<file path="config.mk">
export PLATFORM = sky130hd
export DESIGN_NAME = irxmf_top
export DESIGN_NICKNAME = d
export VERILOG_FILES = /design/src/rtl/irxmf_pkg.sv /design/src/rtl/irxmf_ctx_filter.sv /design/src/rtl/irxmf_top.sv
export SDC_FILE = /design/constraint.sdc
export NUM_CORES = 1
export LEC_CHECK = 0
export BUFFER_PORTS_ARGS = -buffer_cell sky130_fd_sc_hd__buf_2
export CORE_MARGIN = 2
export CORE_UTILIZATION = 43
export DETAILED_ROUTE_END_ITERATION = 6
export PLACE_DENSITY_LB_ADDON = 0.15
export RECOVER_POWER = 50
export SYNTH_ARGS = -nofsm -noshare
export SYNTH_HDL_FRONTEND = slang
export SYNTH_HIERARCHICAL = 1
export SYNTH_SLANG_ARGS = --single-unit
</file>
<file path="constraint.sdc">
create_clock -name i_mclk -period 3.75 [get_ports i_mclk]
set_clock_uncertainty 0.05 [all_clocks]
set_input_delay 0.5625 -clock i_mclk [delete_from_list [all_inputs] [get_ports i_mclk]]
set_output_delay 0.5625 -clock i_mclk [all_outputs]
set_load 0.01 [all_outputs]
</file>
<file path="src/rtl/irxmf_pkg.sv">
package irxmf_pkg;

  // context count and register map
  localparam int IRXMF_NCTX = 8;
  localparam logic [15:0] IRXMF_PTR_BASE = 16'h040c;
  localparam logic [15:0] IRXMF_MATCH_BASE = 16'h410c;
  localparam logic [15:0] IRXMF_STRIDE = 16'h0020;

  // match register layout
  localparam int IRXMF_TAG_LSB = 28;
  localparam int IRXMF_TAG_THREE_BIT = 31;
  localparam int IRXMF_TAG_TWO_BIT = 30;
  localparam int IRXMF_TAG_ONE_BIT = 29;
  localparam int IRXMF_TAG_ZERO_BIT = 28;
  localparam int IRXMF_CMP_MSB = 24;
  localparam int IRXMF_CMP_LSB = 12;
  localparam int IRXMF_QUAL_MSB = 11;
  localparam int IRXMF_QUAL_LSB = 8;
  localparam int IRXMF_ACCEPT_TAG_ONE_GATE_BIT = 6;
  localparam int IRXMF_CHAN_MSB = 5;
  localparam int IRXMF_CHAN_LSB = 0;

  // writable bits of the match register; bits 27:25 and 7 read as zero
  localparam logic [31:0] IRXMF_MATCH_RMASK = 32'hf1ff_ff7f;
  localparam logic [31:0] IRXMF_MATCH_RESET = 32'h0000_0000;
  localparam logic [31:0] IRXMF_PTR_RESET = 32'h0000_0000;
  localparam logic [31:0] IRXMF_RDATA_IDLE = 32'h0000_0000;

  // tag and qualifier encodings
  localparam logic [1:0] IRXMF_QSEL_COMPARE = 2'h3;
  localparam logic [1:0] IRXMF_TAG_ONE = 2'h1;
  localparam logic [1:0] IRXMF_SYNC_TOP_OK = 2'h0;

  // one received isochronous packet header
  typedef struct packed {
    logic valid;
    logic [1:0] tag;
    logic [5:0] chan;
    logic [3:0] sync;
  } irxmf_pkt_t;

  // low seconds bits and tick count of the bus cycle timer
  typedef struct packed {
    logic [1:0] seconds_low;
    logic [12:0] ticks;
  } irxmf_ctime_t;

endpackage : irxmf_pkg

</file>
<file path="src/rtl/irxmf_ctx_filter.sv">
`timescale 1ns/100ps
module irxmf_ctx_filter
  import irxmf_pkg::*;
(
  input wire logic [31:0] i_match,
  input wire irxmf_pkt_t i_pkt,
  input wire logic [1:0] i_qual_sel,
  output logic o_pass
);

  logic chan_ok;
  logic tag_ok;
  logic tag_one_blocked;
  logic qual_ok;

  // channel, tag, tag-one qualifier and header qualifier checks
  always_comb begin
    chan_ok = (i_pkt.chan == i_match[IRXMF_CHAN_MSB:IRXMF_CHAN_LSB]);
    tag_ok = i_match[IRXMF_TAG_LSB + int'(i_pkt.tag)];
    tag_one_blocked = i_match[IRXMF_ACCEPT_TAG_ONE_GATE_BIT] && (i_pkt.tag == IRXMF_TAG_ONE)
      && (i_pkt.sync[3:2] != IRXMF_SYNC_TOP_OK);
    qual_ok = (i_qual_sel != IRXMF_QSEL_COMPARE)
      || (i_pkt.sync == i_match[IRXMF_QUAL_MSB:IRXMF_QUAL_LSB]);
    o_pass = chan_ok && tag_ok && !tag_one_blocked && qual_ok;
  end

endmodule : irxmf_ctx_filter

</file>
<file path="src/rtl/irxmf_top.sv">
// Contract
// - bits 31/30 accept tags 11b/10b
// - bits 29/28 accept tags 01b/00b
// - match bits 27:25 read zero
// - match bit 7 reads zero
// - compare field: 13 bits, seconds bits compared as zero
// - gate opens when cycle timer equals compare
// - qualifier nibble compared when select is 11b
// - tag-one gate needs sync top bits 00b
// - other tags use own accept bits only
// - gate clear: tag bits alone decide
// - accept only the configured channel
// - pointer gives context program start address
// - eight contexts, 32-byte register stride
`timescale 1ns/100ps
module irxmf_top
  import irxmf_pkg::*;
(
  input wire logic i_mclk,
  input wire logic i_rst_n,
  input wire logic i_reg_wr,
  input wire logic i_reg_rd,
  input wire logic [15:0] i_reg_addr,
  input wire logic [31:0] i_reg_wdata,
  output logic [31:0] o_reg_rdata,
  input wire irxmf_pkt_t i_pkt,
  input wire irxmf_ctime_t i_ctime,
  input wire logic [IRXMF_NCTX-1:0] i_run,
  input wire logic [IRXMF_NCTX-1:0] i_gate_on,
  input wire logic [IRXMF_NCTX-1:0][1:0] i_qual_sel,
  output logic [IRXMF_NCTX-1:0] o_accept,
  output logic [IRXMF_NCTX-1:0] o_gate_open,
  output logic o_fetch_req,
  output logic [2:0] o_fetch_ctx,
  output logic [31:0] o_fetch_addr
);

  logic [IRXMF_NCTX-1:0][31:0] match;
  logic [IRXMF_NCTX-1:0][31:0] next_match;
  logic [IRXMF_NCTX-1:0][31:0] ptr;
  logic [IRXMF_NCTX-1:0][31:0] next_ptr;
  logic [31:0] next_rdata;
  logic [IRXMF_NCTX-1:0] next_gate_open;
  logic [IRXMF_NCTX-1:0] cmp_hit;
  logic [IRXMF_NCTX-1:0] pass;
  logic [IRXMF_NCTX-1:0] next_accept;
  logic [IRXMF_NCTX-1:0] run_q;
  logic [IRXMF_NCTX-1:0] pending;
  logic [IRXMF_NCTX-1:0] next_pending;
  logic [IRXMF_NCTX-1:0] served;
  logic next_fetch_req;
  logic [2:0] next_fetch_ctx;
  logic [31:0] next_fetch_addr;

  // register writes: one match and one pointer per context at a 32-byte stride
  always_comb begin
    next_match = match;
    next_ptr = ptr;
    for (int n = 0; n < IRXMF_NCTX; n++) begin
      if (i_reg_wr && i_reg_addr == IRXMF_MATCH_BASE + 16'(n) * IRXMF_STRIDE) begin
        next_match[n] = i_reg_wdata & IRXMF_MATCH_RMASK;
      end
      if (i_reg_wr && i_reg_addr == IRXMF_PTR_BASE + 16'(n) * IRXMF_STRIDE) begin
        next_ptr[n] = i_reg_wdata;
      end
    end
  end

  // register reads: data lands one cycle after the read strobe, unmapped reads zero
  always_comb begin
    next_rdata = o_reg_rdata;
    if (i_reg_rd) begin
      next_rdata = IRXMF_RDATA_IDLE;
      for (int n = 0; n < IRXMF_NCTX; n++) begin
        if (i_reg_addr == IRXMF_MATCH_BASE + 16'(n) * IRXMF_STRIDE) begin
          next_rdata = match[n] & IRXMF_MATCH_RMASK;
        end
        if (i_reg_addr == IRXMF_PTR_BASE + 16'(n) * IRXMF_STRIDE) begin
          next_rdata = ptr[n];
        end
      end
    end
  end

  always_ff @(posedge i_mclk or negedge i_rst_n) begin
    if (!i_rst_n) begin
      match <= {IRXMF_NCTX{IRXMF_MATCH_RESET}};
      ptr <= {IRXMF_NCTX{IRXMF_PTR_RESET}};
      o_reg_rdata <= IRXMF_RDATA_IDLE;
    end else begin
      match <= next_match;
      ptr <= next_ptr;
      o_reg_rdata <= next_rdata;
    end
  end

  // per-context start gate and packet filter
  genvar g;
  generate
    for (g = 0; g < IRXMF_NCTX; g++) begin : g_ctx
      // compare field is zero-extended to the full cycle timer width
      assign cmp_hit[g] = (i_ctime == 15'(match[g][IRXMF_CMP_MSB:IRXMF_CMP_LSB]));
      irxmf_ctx_filter u_filter (
        .i_match(match[g]),
        .i_pkt(i_pkt),
        .i_qual_sel(i_qual_sel[g]),
        .o_pass(pass[g])
      );
    end
  endgenerate

  // gate closes when stopped, opens at once or on the matching cycle, then holds
  always_comb begin
    for (int n = 0; n < IRXMF_NCTX; n++) begin
      if (!i_run[n]) begin
        next_gate_open[n] = 1'b0;
      end else if (!i_gate_on[n] || cmp_hit[n]) begin
        next_gate_open[n] = 1'b1;
      end else begin
        next_gate_open[n] = o_gate_open[n];
      end
      next_accept[n] = i_pkt.valid && i_run[n] && o_gate_open[n] && pass[n];
    end
  end

  always_ff @(posedge i_mclk or negedge i_rst_n) begin
    if (!i_rst_n) begin
      o_gate_open <= '0;
      o_accept <= '0;
    end else begin
      o_gate_open <= next_gate_open;
      o_accept <= next_accept;
    end
  end

  // start requests: a run rise queues a fetch, lowest context served first
  always_comb begin
    served = '0;
    next_fetch_req = 1'b0;
    next_fetch_ctx = o_fetch_ctx;
    next_fetch_addr = o_fetch_addr;
    for (int n = IRXMF_NCTX - 1; n >= 0; n--) begin
      if (pending[n]) begin
        served = '0;
        served[n] = 1'b1;
        next_fetch_req = 1'b1;
        next_fetch_ctx = 3'(n);
        next_fetch_addr = ptr[n];
      end
    end
    next_pending = (pending & ~served) | (i_run & ~run_q); // new start wins over service
  end

  always_ff @(posedge i_mclk or negedge i_rst_n) begin
    if (!i_rst_n) begin
      run_q <= '0;
      pending <= '0;
      o_fetch_req <= 1'b0;
      o_fetch_ctx <= '0;
      o_fetch_addr <= '0;
    end else begin
      run_q <= i_run;
      pending <= next_pending;
      o_fetch_req <= next_fetch_req;
      o_fetch_ctx <= next_fetch_ctx;
      o_fetch_addr <= next_fetch_addr;
    end
  end

  // checks on contexts 0 and 1
  logic ok0;
  assign ok0 = i_pkt.valid && i_run[0] && o_gate_open[0]
    && i_pkt.chan == match[0][IRXMF_CHAN_MSB:IRXMF_CHAN_LSB]
    && i_qual_sel[0] != IRXMF_QSEL_COMPARE;
endmodule : irxmf_top

</file>
==> results of run 1 <==
critical path: stages, from the launching register on:
cell and delay (ns):
dfrtp_1 0.53, or4_1 0.59, nand2b_1 0.23, nor3_2 0.23
buf_12 0.27, inv_1 0.46, o221ai_1 0.35, a21oi_1 0.09
through the flow:
step | util [%] | instances | instance area [sq um]
final | 49.9 | 4069 | 36400
after floorplan | - | 2909 | 31500
after global placement | 46.9 | 3942 | 34200
after CTS | 50.3 | 4067 | 36600
after global routing | 49.9 | 4067 | 36400
after detailed placement | 46.9 | 3942 | 34200
worst paths after layout:
| kind | startpoint | to | slack (ns) | cells past startpoint |
|---|---|---|---|---|
| max | pending[2] | o_fetch_addr[18] | 0.79 | 7 |
| min | i_run[3] | run_q[3] | 0.06 | 1 |
| max reg2reg | pending[2] | o_fetch_addr[18] | 0.79 | 7 |
| min reg2reg | run_q[0] | pending[0] | 0.34 | 1 |
| max in group asynchronous | i_rst_n | pending[1] | 0.93 | 3 |
| min in group asynchronous | i_rst_n | match[40] | 0.53 | 2 |
registers in the layout, indices dropped and copies added, names as in the netlist:
register	flops
match	224
pending	8
o_accept	8
run_q	8
o_fetch_ctx	3
o_fetch_addr	32
o_fetch_req	1
ptr	256
o_reg_rdata	32
o_gate_open	8
what timing repair did:
item,4_1_cts,5_1_grt
hold buffers,1,0
setup buffers,0,0
endpoints found under the hold margin,24,0
gates resized for setup,0,0
placed cells by master (no fill, tap or decap), types with 24 or more instances in the layout:
| cell | n |
|---|---|
| dfrtp_1 | 574 |
| mux2_2 | 487 |
| a21oi_1 | 192 |
| o21ai_0 | 149 |
| xnor2_1 | 136 |
| buf_2 | 130 |
| nand3_1 | 124 |
| buf_4 | 101 |
| clkbuf_1 | 89 |
| nand2_1 | 81 |
| clkbuf_16 | 73 |
| mux2i_1 | 58 |
| nor2_1 | 52 |
| inv_1 | 51 |
| xor2_1 | 48 |
| o2bb2ai_1 | 43 |
| nor3_1 | 38 |
| o21ai_1 | 38 |
| a31oi_1 | 33 |
| nand4_1 | 32 |
| and3_1 | 32 |
| nor2b_1 | 28 |
| or3_1 | 27 |
| a32oi_1 | 27 |
| a211oi_1 | 27 |
| a21o_1 | 27 |
| o22a_1 | 26 |
| a221o_1 | 24 |
routing by layer:
| layer | vias up | global-route usage [%] | share of wire (%) |
|---|---|---|---|
| li1 | 11100 | - | - |
| met1 | 13500 | 41.9 | 37 |
| met5 | - | 0 | 0 |
| met3 | 427 | 4.34 | 5.1 |
| met2 | 1220 | 58.5 | 47 |
| met4 | 0 | 30.7 | 10 |
layout make-up:
type,count,share of cell area [%]
tap,959,3.30
clock buffer,102,5.93
multi-input combinational,2012,43.6
sequential,580,39.9
inverter,51,0.526
clock inverter,22,0.812
antenna,2,0.0138
timing repair buffer,341,5.93
power by group through the flow:
stage | logic [mW] | clock network, mW | registers (mW)
2_1_floorplan | 0.601 | 0 | 6.54
3_3_place_gp | 1.34 | 0 | 6.55
3_5_place_dp | 1.35 | 0 | 6.54
4_1_cts | 1.35 | 7.33 | 6.43
5_1_grt | 1.42 | 7.61 | 6.44
6_report | 1.33 | 7.24 | 6.44
==> flow_summary.toml, run 1 <==
[status]
status = "complete, but fails checks"
failed_checks = "capacitance limit, slew limit"

[timing]
worst_pin_slew_ns = 1.74
slew_violations = 212
slew_headroom_pct = -16.3
hold_violations = 0
worst_slack_ns = 0.788
layout_min_cycle_time_ns = 2.96
period_share_pct = 79.0
max_freq_mhz = 338
holdWs_ns = 0.0636
setup_viol = 0
rsz0062_at_grt = "no"
finalSetupTns_ns = 0

[cts]
ctsLongestPathBuffers = 3
cts.sinks = 580
clkTransAtPathRegs_ns = 0.06
cts-root-buf = "clkbuf_16"
clkLatencyLatePin_ns = 0.61
htreeDepth = 3
cts_tree = "done"
cts_buffers = 69

[yosys]
synthCells = 2909
yosys_warnings = 6
synth_nets = 3021
synth_area_per_cell_sq_um = 10.8
syn-cell-area_sq_um = 31500

[drt]
firstDrtPassIters = 7
wl_per_cell_microns = 33.1
postRouteAntennaNets = 0
via_count = 26200
drt_iter0_drc = 2502
routed_wl_mm = 135
avgViaCountPerCell = 6.45
drt_drc_violations_left = 0

[final_layout]
final_nets = 3167
fillCellCount = 6739
multiInputGateArea_sq_um = 15800
drive_above_1_share_pct = 29.6
area_growth_pct = 15.3
seqCellArea_sq_um = 14500

[power_and_ir_drop]
internal-power_mw = 11.2
leakage_nw = 16.3
switchingPower_mw = 3.83
power_density_nw_per_um2 = 413
clkPwrFrac_pct = 48.3
combPwrFrac_pct = 8.8
p_seq_share_pct = 42.9
ir_drop_v = 0.000261
switching_share_pct = 25.5
p_total_mw = 15.0

[place]
portBuffers = 195
dp_hpwl_mm = 98.3
gp_congestion = 0.968
dpl_worst_slack_ns = 0.242

[worst_hold_path]
min_path_type = "input port to flip-flop"

[floorplanning]
top_level_ports = 196
die_x_microns = 275
coreArea_sq_um = 72800
die-height_microns = 275
dieArea_sq_um = 75500
floorplan.initialDensity_pct = 43.3
fp-row-count = 99

[global_route]
globalRouteOverflowTotal = 0
antenna_found_initial = 2
grt_pass1_vias = 27000
grt_pass1_wl_mm = 194
grt_start_max_net_pins = 91
grtUsageTotal_pct = 35.8

[critical_path]
path_class = "flip-flop to flip-flop"
cp_max_fo = 35
cp-end-kind = "flip-flop"
arrival_ns = 3.39
startpoint_type = "flip-flop"
worst-endpoint-required_ns = 4.18

[job]
drv_cap = 4
Note: power is estimated with default switching activity, not from simulation.
==> run 2: changes to the inputs <==
==> constraint.sdc (replaced) <==
create_clock -name i_mclk -period 2.75 [get_ports i_mclk]
set_clock_uncertainty 0.05 [all_clocks]
set_input_delay 0.4125 -clock i_mclk [delete_from_list [all_inputs] [get_ports i_mclk]]
set_output_delay 0.4125 -clock i_mclk [all_outputs]
set_load 0.01 [all_outputs]
==> run 2 against run 1 <==
Effect of this change: the run still ends with capacitance limit, slew limit left; power increased by 31%; sequential power increased by 36%; sequential cell count unchanged; highest routed layer unchanged.
==> flow_summary.toml, run 2 (synthesis results as in run 1) <==
[cts]
cts_buffers = 68
ctsLongestPathBuffers = 3
htreeDepth = 3
cts.sinks = 580
clkTransAtPathRegs_ns = 0.06
cts-root-buf = "clkbuf_16"
cts_tree = "done"
clkLatencyLatePin_ns = 0.61
ctsResizeCount = 0

[power_and_ir_drop]
p_total_mw = 19.7
leakage_nw = 17.0
power_density_nw_per_um2 = 525
ir_drop_v = 0.000345

[worst_hold_path]
min_path_type = "input port to flip-flop"
hold_end = "o_gate_open[0]"
whs_path_depth = 3
hp-start = "i_gate_on[0]"

[final_layout]
area_growth_pct = 18.8
top_regs = "ptr x256, match x224"
drive_above_1_share_pct = 32.3
layout_common_cells = "dfrtp_1, mux2_2, a21oi_1"
layout_commonest_cell = "dfrtp_1"
regMostFlops = "ptr"
largest_reg_flops = 256
final_nets = 3278

[critical_path]
startpoint_type = "flip-flop"
worst-endpoint-required_ns = 3.19
arrival_ns = 3.00
critPathTopFamily = "flip-flops"
reg2reg_from = "pending[6]"
cp-end-kind = "flip-flop"
r2r_slack_ns = 0.18
path_class = "flip-flop to flip-flop"
worstRegToRegCells = 7
path_common_cell = "o21ai_0"
cp_max_fo = 17
cp_cell_sequence = "mux2i_1 -> o21ai_0 -> mux2_2 -> o21ai_0 -> a2111oi_0 -> buf_4 -> a221o_1"
r2r-end = "o_fetch_addr[12]"
critPathMaxStageDelay_ns = 0.88
cp_slowest_cell = "dfrtp_2"
crit_buf_inv = 1

[floorplanning]
fp-row-count = 99
dieArea_sq_um = 75500
top_level_ports = 196
die_x_microns = 275
coreArea_sq_um = 72800
die-height_microns = 275
floorplan.initialDensity_pct = 43.3

[drt]
firstDrtPassIters = 7
routed_wl_mm = 133
drt_drc_violations_left = 0
postRouteAntennaNets = 0
drt_iter0_drc = 2539
via_count = 26500
avgViaCountPerCell = 6.35
wl_per_cell_microns = 31.8

[global_route]
antenna_found_initial = 2
globalRouteOverflowTotal = 0
grt_pass1_vias = 27400
grtUsageTotal_pct = 35.4
grt_start_max_net_pins = 80
grt_pass1_wl_mm = 193

[timing]
setup_viol = 0
period_share_pct = 93.3
max_freq_mhz = 390
worst_pin_slew_ns = 1.99
rsz0062_at_grt = "no"
layout_min_cycle_time_ns = 2.57
slew_violations = 54
holdWs_ns = 0.0496
slew_headroom_pct = -32.7
hold_violations = 0

[job]
drv_cap = 1

[place]
portBuffers = 195
gp_congestion = 0.985
dp_hpwl_mm = 97.7

[status]
failed_checks = "capacitance limit, slew limit"
status = "complete, but fails checks"
==> run 2: cell count changes in the layout (fill, tap and decap cells not counted), moves of 2 or more <==
cell           change
clkbuf_4           +4
buf_2             +27
bufinv_16          -4
clkbuf_1          -27
clkbuf_16          -4
clkbuf_8           -8
clkinv_4           -2
dlygate4sd3_1     +15
clkbuf_2           -4
inv_6              +2
buf_4             +78
buf_12            +34
clkinv_2           -3
==> run 2: routing by layer <==
layer / vias up / global-route usage [%] / share of wire, %
met4: 0 / 27.1 / 9.0
met2: 1178 / 61.5 / 50
met3: 395 / 4.16 / 4.8
met1: 13600 / 40.0 / 37
li1: 11400 / - / -
met5: - / 0 / 0
==> run 2: worst max-delay path by stage <==
stage                                   to          start  depth (start not counted)  slack [ns]
after global routing            match[151]        i_rst_n                          4        0.05
after detailed placement   o_reg_rdata[31]  i_reg_addr[9]                          9       -0.28
final                     o_fetch_addr[12]     pending[6]                          7        0.18
after global placement      o_reg_rdata[5]  i_reg_addr[9]                          9       -0.22
after floorplan                  match[10]  i_reg_addr[9]                          7        0.12
after CTS                 o_fetch_addr[12]     pending[6]                          7        0.19
==> run 2: layout make-up <==
cell class / count / area (sq um)
Fill cell: 6632 / 35400
Multi-Input combinational cell: 2012 / 15800
Sequential cell: 580 / 14500
Timing Repair Buffer: 453 / 3560
Clock buffer: 105 / 2000
Tap cell: 959 / 1200
Inverter: 51 / 191
Clock inverter: 14 / 153
Antenna cell: 2 / 5.00
==> run 2: power by group <==
part	internal, mW	switching, mW	leakage, nW
combinational	0.600	1.31	7.95
sequential	8.65	0.110	7.96
clock	5.28	3.74	1.06
total	14.5	5.16	17.0
==> run 2: stage by stage <==
stage | setup slack, ns | util [%] | cell area [sq um] | std cells | TNS (ns)
3_5_place_dp | -0.280 | 48.4 | 35300 | 4039 | -56.69
4_1_cts | 0.187 | 51.6 | 37600 | 4174 | 0
5_1_grt | 0.0540 | 51.5 | 37500 | 4174 | 0
6_report | 0.183 | 51.5 | 37500 | 4176 | 0
2_1_floorplan | 0.119 | - | 31500 | 2909 | 0
3_3_place_gp | -0.220 | 48.4 | 35300 | 4039 | -55.88
==> run 2: worst register-to-register path: stages, from the launching register on <==
cell       delay [ns]
dfrtp_2          0.88
mux2i_1          0.32
o21ai_0          0.10
mux2_2           0.27
o21ai_0          0.25
a2111oi_0        0.17
buf_4            0.16
a221o_1          0.25
==> run 2: repair_timing <==
item / in CTS / in global routing
endpoints found under the setup margin: 0 / 0
setup buffers: 0 / 0
hold endpoints to repair: 62 / 0
hold buffers: 16 / 0
==> run 3: changes to the inputs <==
--- a/config.mk
+++ b/config.mk
@@ -6,6 +6,8 @@
 export NUM_CORES = 1
 export LEC_CHECK = 0
 export BUFFER_PORTS_ARGS = -buffer_cell sky130_fd_sc_hd__buf_2
+export CELL_PAD_IN_SITES_DETAIL_PLACEMENT = 0
+export CELL_PAD_IN_SITES_GLOBAL_PLACEMENT = 1
 export CORE_MARGIN = 2
 export CORE_UTILIZATION = 43
 export DETAILED_ROUTE_END_ITERATION = 6
==> run 3 against run 2 <==
Effect of this change: the run ends with capacitance limit, slew limit, setup timing left; global-route usage rose by 1.8 points; highest routed layer unchanged; critical path type unchanged; fmax decreased by 8.3%; cell count rose by 1.2%; cell area increased by 1.8%; sequential power about the same.
==> flow_summary.toml, run 3 (synthesis results as in run 1) <==
[global_route]
grt_pass1_vias = 27900
grt_start_max_net_pins = 68
antenna_found_initial = 2
grt_pass1_wl_mm = 201
grtUsageTotal_pct = 37.2
globalRouteOverflowTotal = 0

[place]
dp_hpwl_mm = 102
dpl_worst_slack_ns = -0.292
gp_congestion = 1.00
portBuffers = 195

[cts]
cts.sinks = 580
clkTransAtPathRegs_ns = 0.06
cts_buffers = 72
ctsResizeCount = 0
cts_setup_buffers = 0
ctsLongestPathBuffers = 3
clkLatencyLatePin_ns = 0.64
htreeDepth = 3
cts-root-buf = "clkbuf_16"
cts_tree = "done"

[final_layout]
fin_util_pct = 52.4
largest_reg_flops = 256
area_growth_pct = 21.0
layout_commonest_cell = "dfrtp_1"
drive_above_1_share_pct = 33.8
top_regs = "ptr x256, match x224"
n_antenna_cell = 0
layout_common_cells = "dfrtp_1, mux2_2, buf_4"
regMostFlops = "ptr"
final_nets = 3323

[critical_path]
crit_buf_inv = 1
critPathMaxStageDelay_ns = 1.12
path_common_cell = "nor3_2"
cp_cell_sequence = "nor3_2 -> buf_12 -> nor3_2 -> a21oi_1"
startpoint_type = "flip-flop"
path_class = "flip-flop to flip-flop"
cp_slowest_cell = "nor3_2"
arrival_ns = 3.17
critPathTopFamily = "simple AND/OR/NAND/NOR gates"
cp-end-kind = "flip-flop"
worst-endpoint-required_ns = 3.12
cp_max_fo = 16

[floorplanning]
die-height_microns = 275
top_level_ports = 196
coreArea_sq_um = 72800
floorplan.initialDensity_pct = 43.3
fp-row-count = 99
dieArea_sq_um = 75500
die_x_microns = 275

[timing]
setup_viol = 1
worst_pin_slew_ns = 1.63
period_share_pct = 102
slew_violations = 94
worst_slack_ns = -0.0497
slew_headroom_pct = -8.75
hold_violations = 0
layout_min_cycle_time_ns = 2.80
max_freq_mhz = 357
rsz0062_at_grt = "no"

[worst_hold_path]
min_path_type = "input port to flip-flop"

[power_and_ir_drop]
p_seq_share_pct = 42.4
p_total_mw = 20.7
power_density_nw_per_um2 = 543
combPwrFrac_pct = 9.4
ir_drop_v = 0.000509
internal-power_mw = 15.3
switchingPower_mw = 5.44
leakage_nw = 17.3
switching_share_pct = 26.2
clkPwrFrac_pct = 48.2

[drt]
postRouteAntennaNets = 0
via_count = 27200
wl_per_cell_microns = 33.1
firstDrtPassIters = 6
drt_drc_violations_left = 0
avgViaCountPerCell = 6.43
routed_wl_mm = 140
drt_iter0_drc = 2616

[status]
failed_checks = "capacitance limit, slew limit, setup timing"
status = "complete, but fails checks"

[job]
drv_cap = 3
[run 3: cell count changes in the layout (fill, tap and decap cells not counted), moves of 6 or more]
cell / delta
buf_2: +7
clkbuf_16: +6
buf_4: +27
clkbuf_8: +7
clkinv_2: +6
clkbuf_1: -10
[run 3: worst register-to-register path, cell delays in order (launching register included)]
cell and delay [ns]:
dfrtp_2 0.86, nor3_2 0.15, buf_12 0.19, nor3_2 1.13
a21oi_1 0.22
[run 3: final cells by class]
cell class              instances  area [sq um]
fillers                      6617         34700
multi-input cells            2012         15900
flip-flops and latches        580         14500
clock inverters                27           284
clock buffers                 105          2200
well taps                     959          1200
repair buffers                494          3880
inverters                      51           191
[run 3: final timing paths]
| path | start | to | slack (ns) | cells after the start |
|---|---|---|---|---|
| max | pending[6] | o_fetch_addr[18] | -0.05 | 4 |
| min | i_gate_on[0] | o_gate_open[0] | 0.02 | 3 |
| max reg2reg | pending[6] | o_fetch_addr[18] | -0.05 | 4 |
| min reg2reg | run_q[0] | pending[0] | 0.35 | 1 |
| max in group asynchronous | i_rst_n | pending[4] | 0.36 | 3 |
| min in group asynchronous | i_rst_n | match[160] | 0.30 | 2 |
[run 3: stage by stage]
step                instances  area (sq um)  hold WS, ns  TNS (ns)
finish                   4228         38200       0.0233   -0.0497
global route             4228         38200       0.0296         0
CTS                      4228         38300       0.0186         0
detailed placement       4080         35700        0.351    -50.07
global placement         4080         35700        0.335    -51.61
floorplan                2909         31500       0.0669         0
[run 3: per-layer routing]
layer	vias to the layer above	wire length, microns	global-route usage (%)
li1	11500	-	-
met1	14000	52600	43.4
met2	1249	67100	62.0
met3	442	6820	4.55
met4	0	13600	29.8
met5	-	0	0
[run 3: what timing repair did]
item	4_1_cts	5_1_grt
endpoints found under the setup margin	0	0
endpoints found under the hold margin	59	0
hold buffers	16	0
[run 3: power by group through the flow]
stage	logic (mW)	registers, mW	clock network (mW)
after floorplan	0.820	8.91	0
after global placement	1.93	8.93	0
after detailed placement	1.94	8.94	0
after CTS	1.97	8.78	10.1
after global routing	2.07	8.79	10.5
final	1.95	8.79	9.99
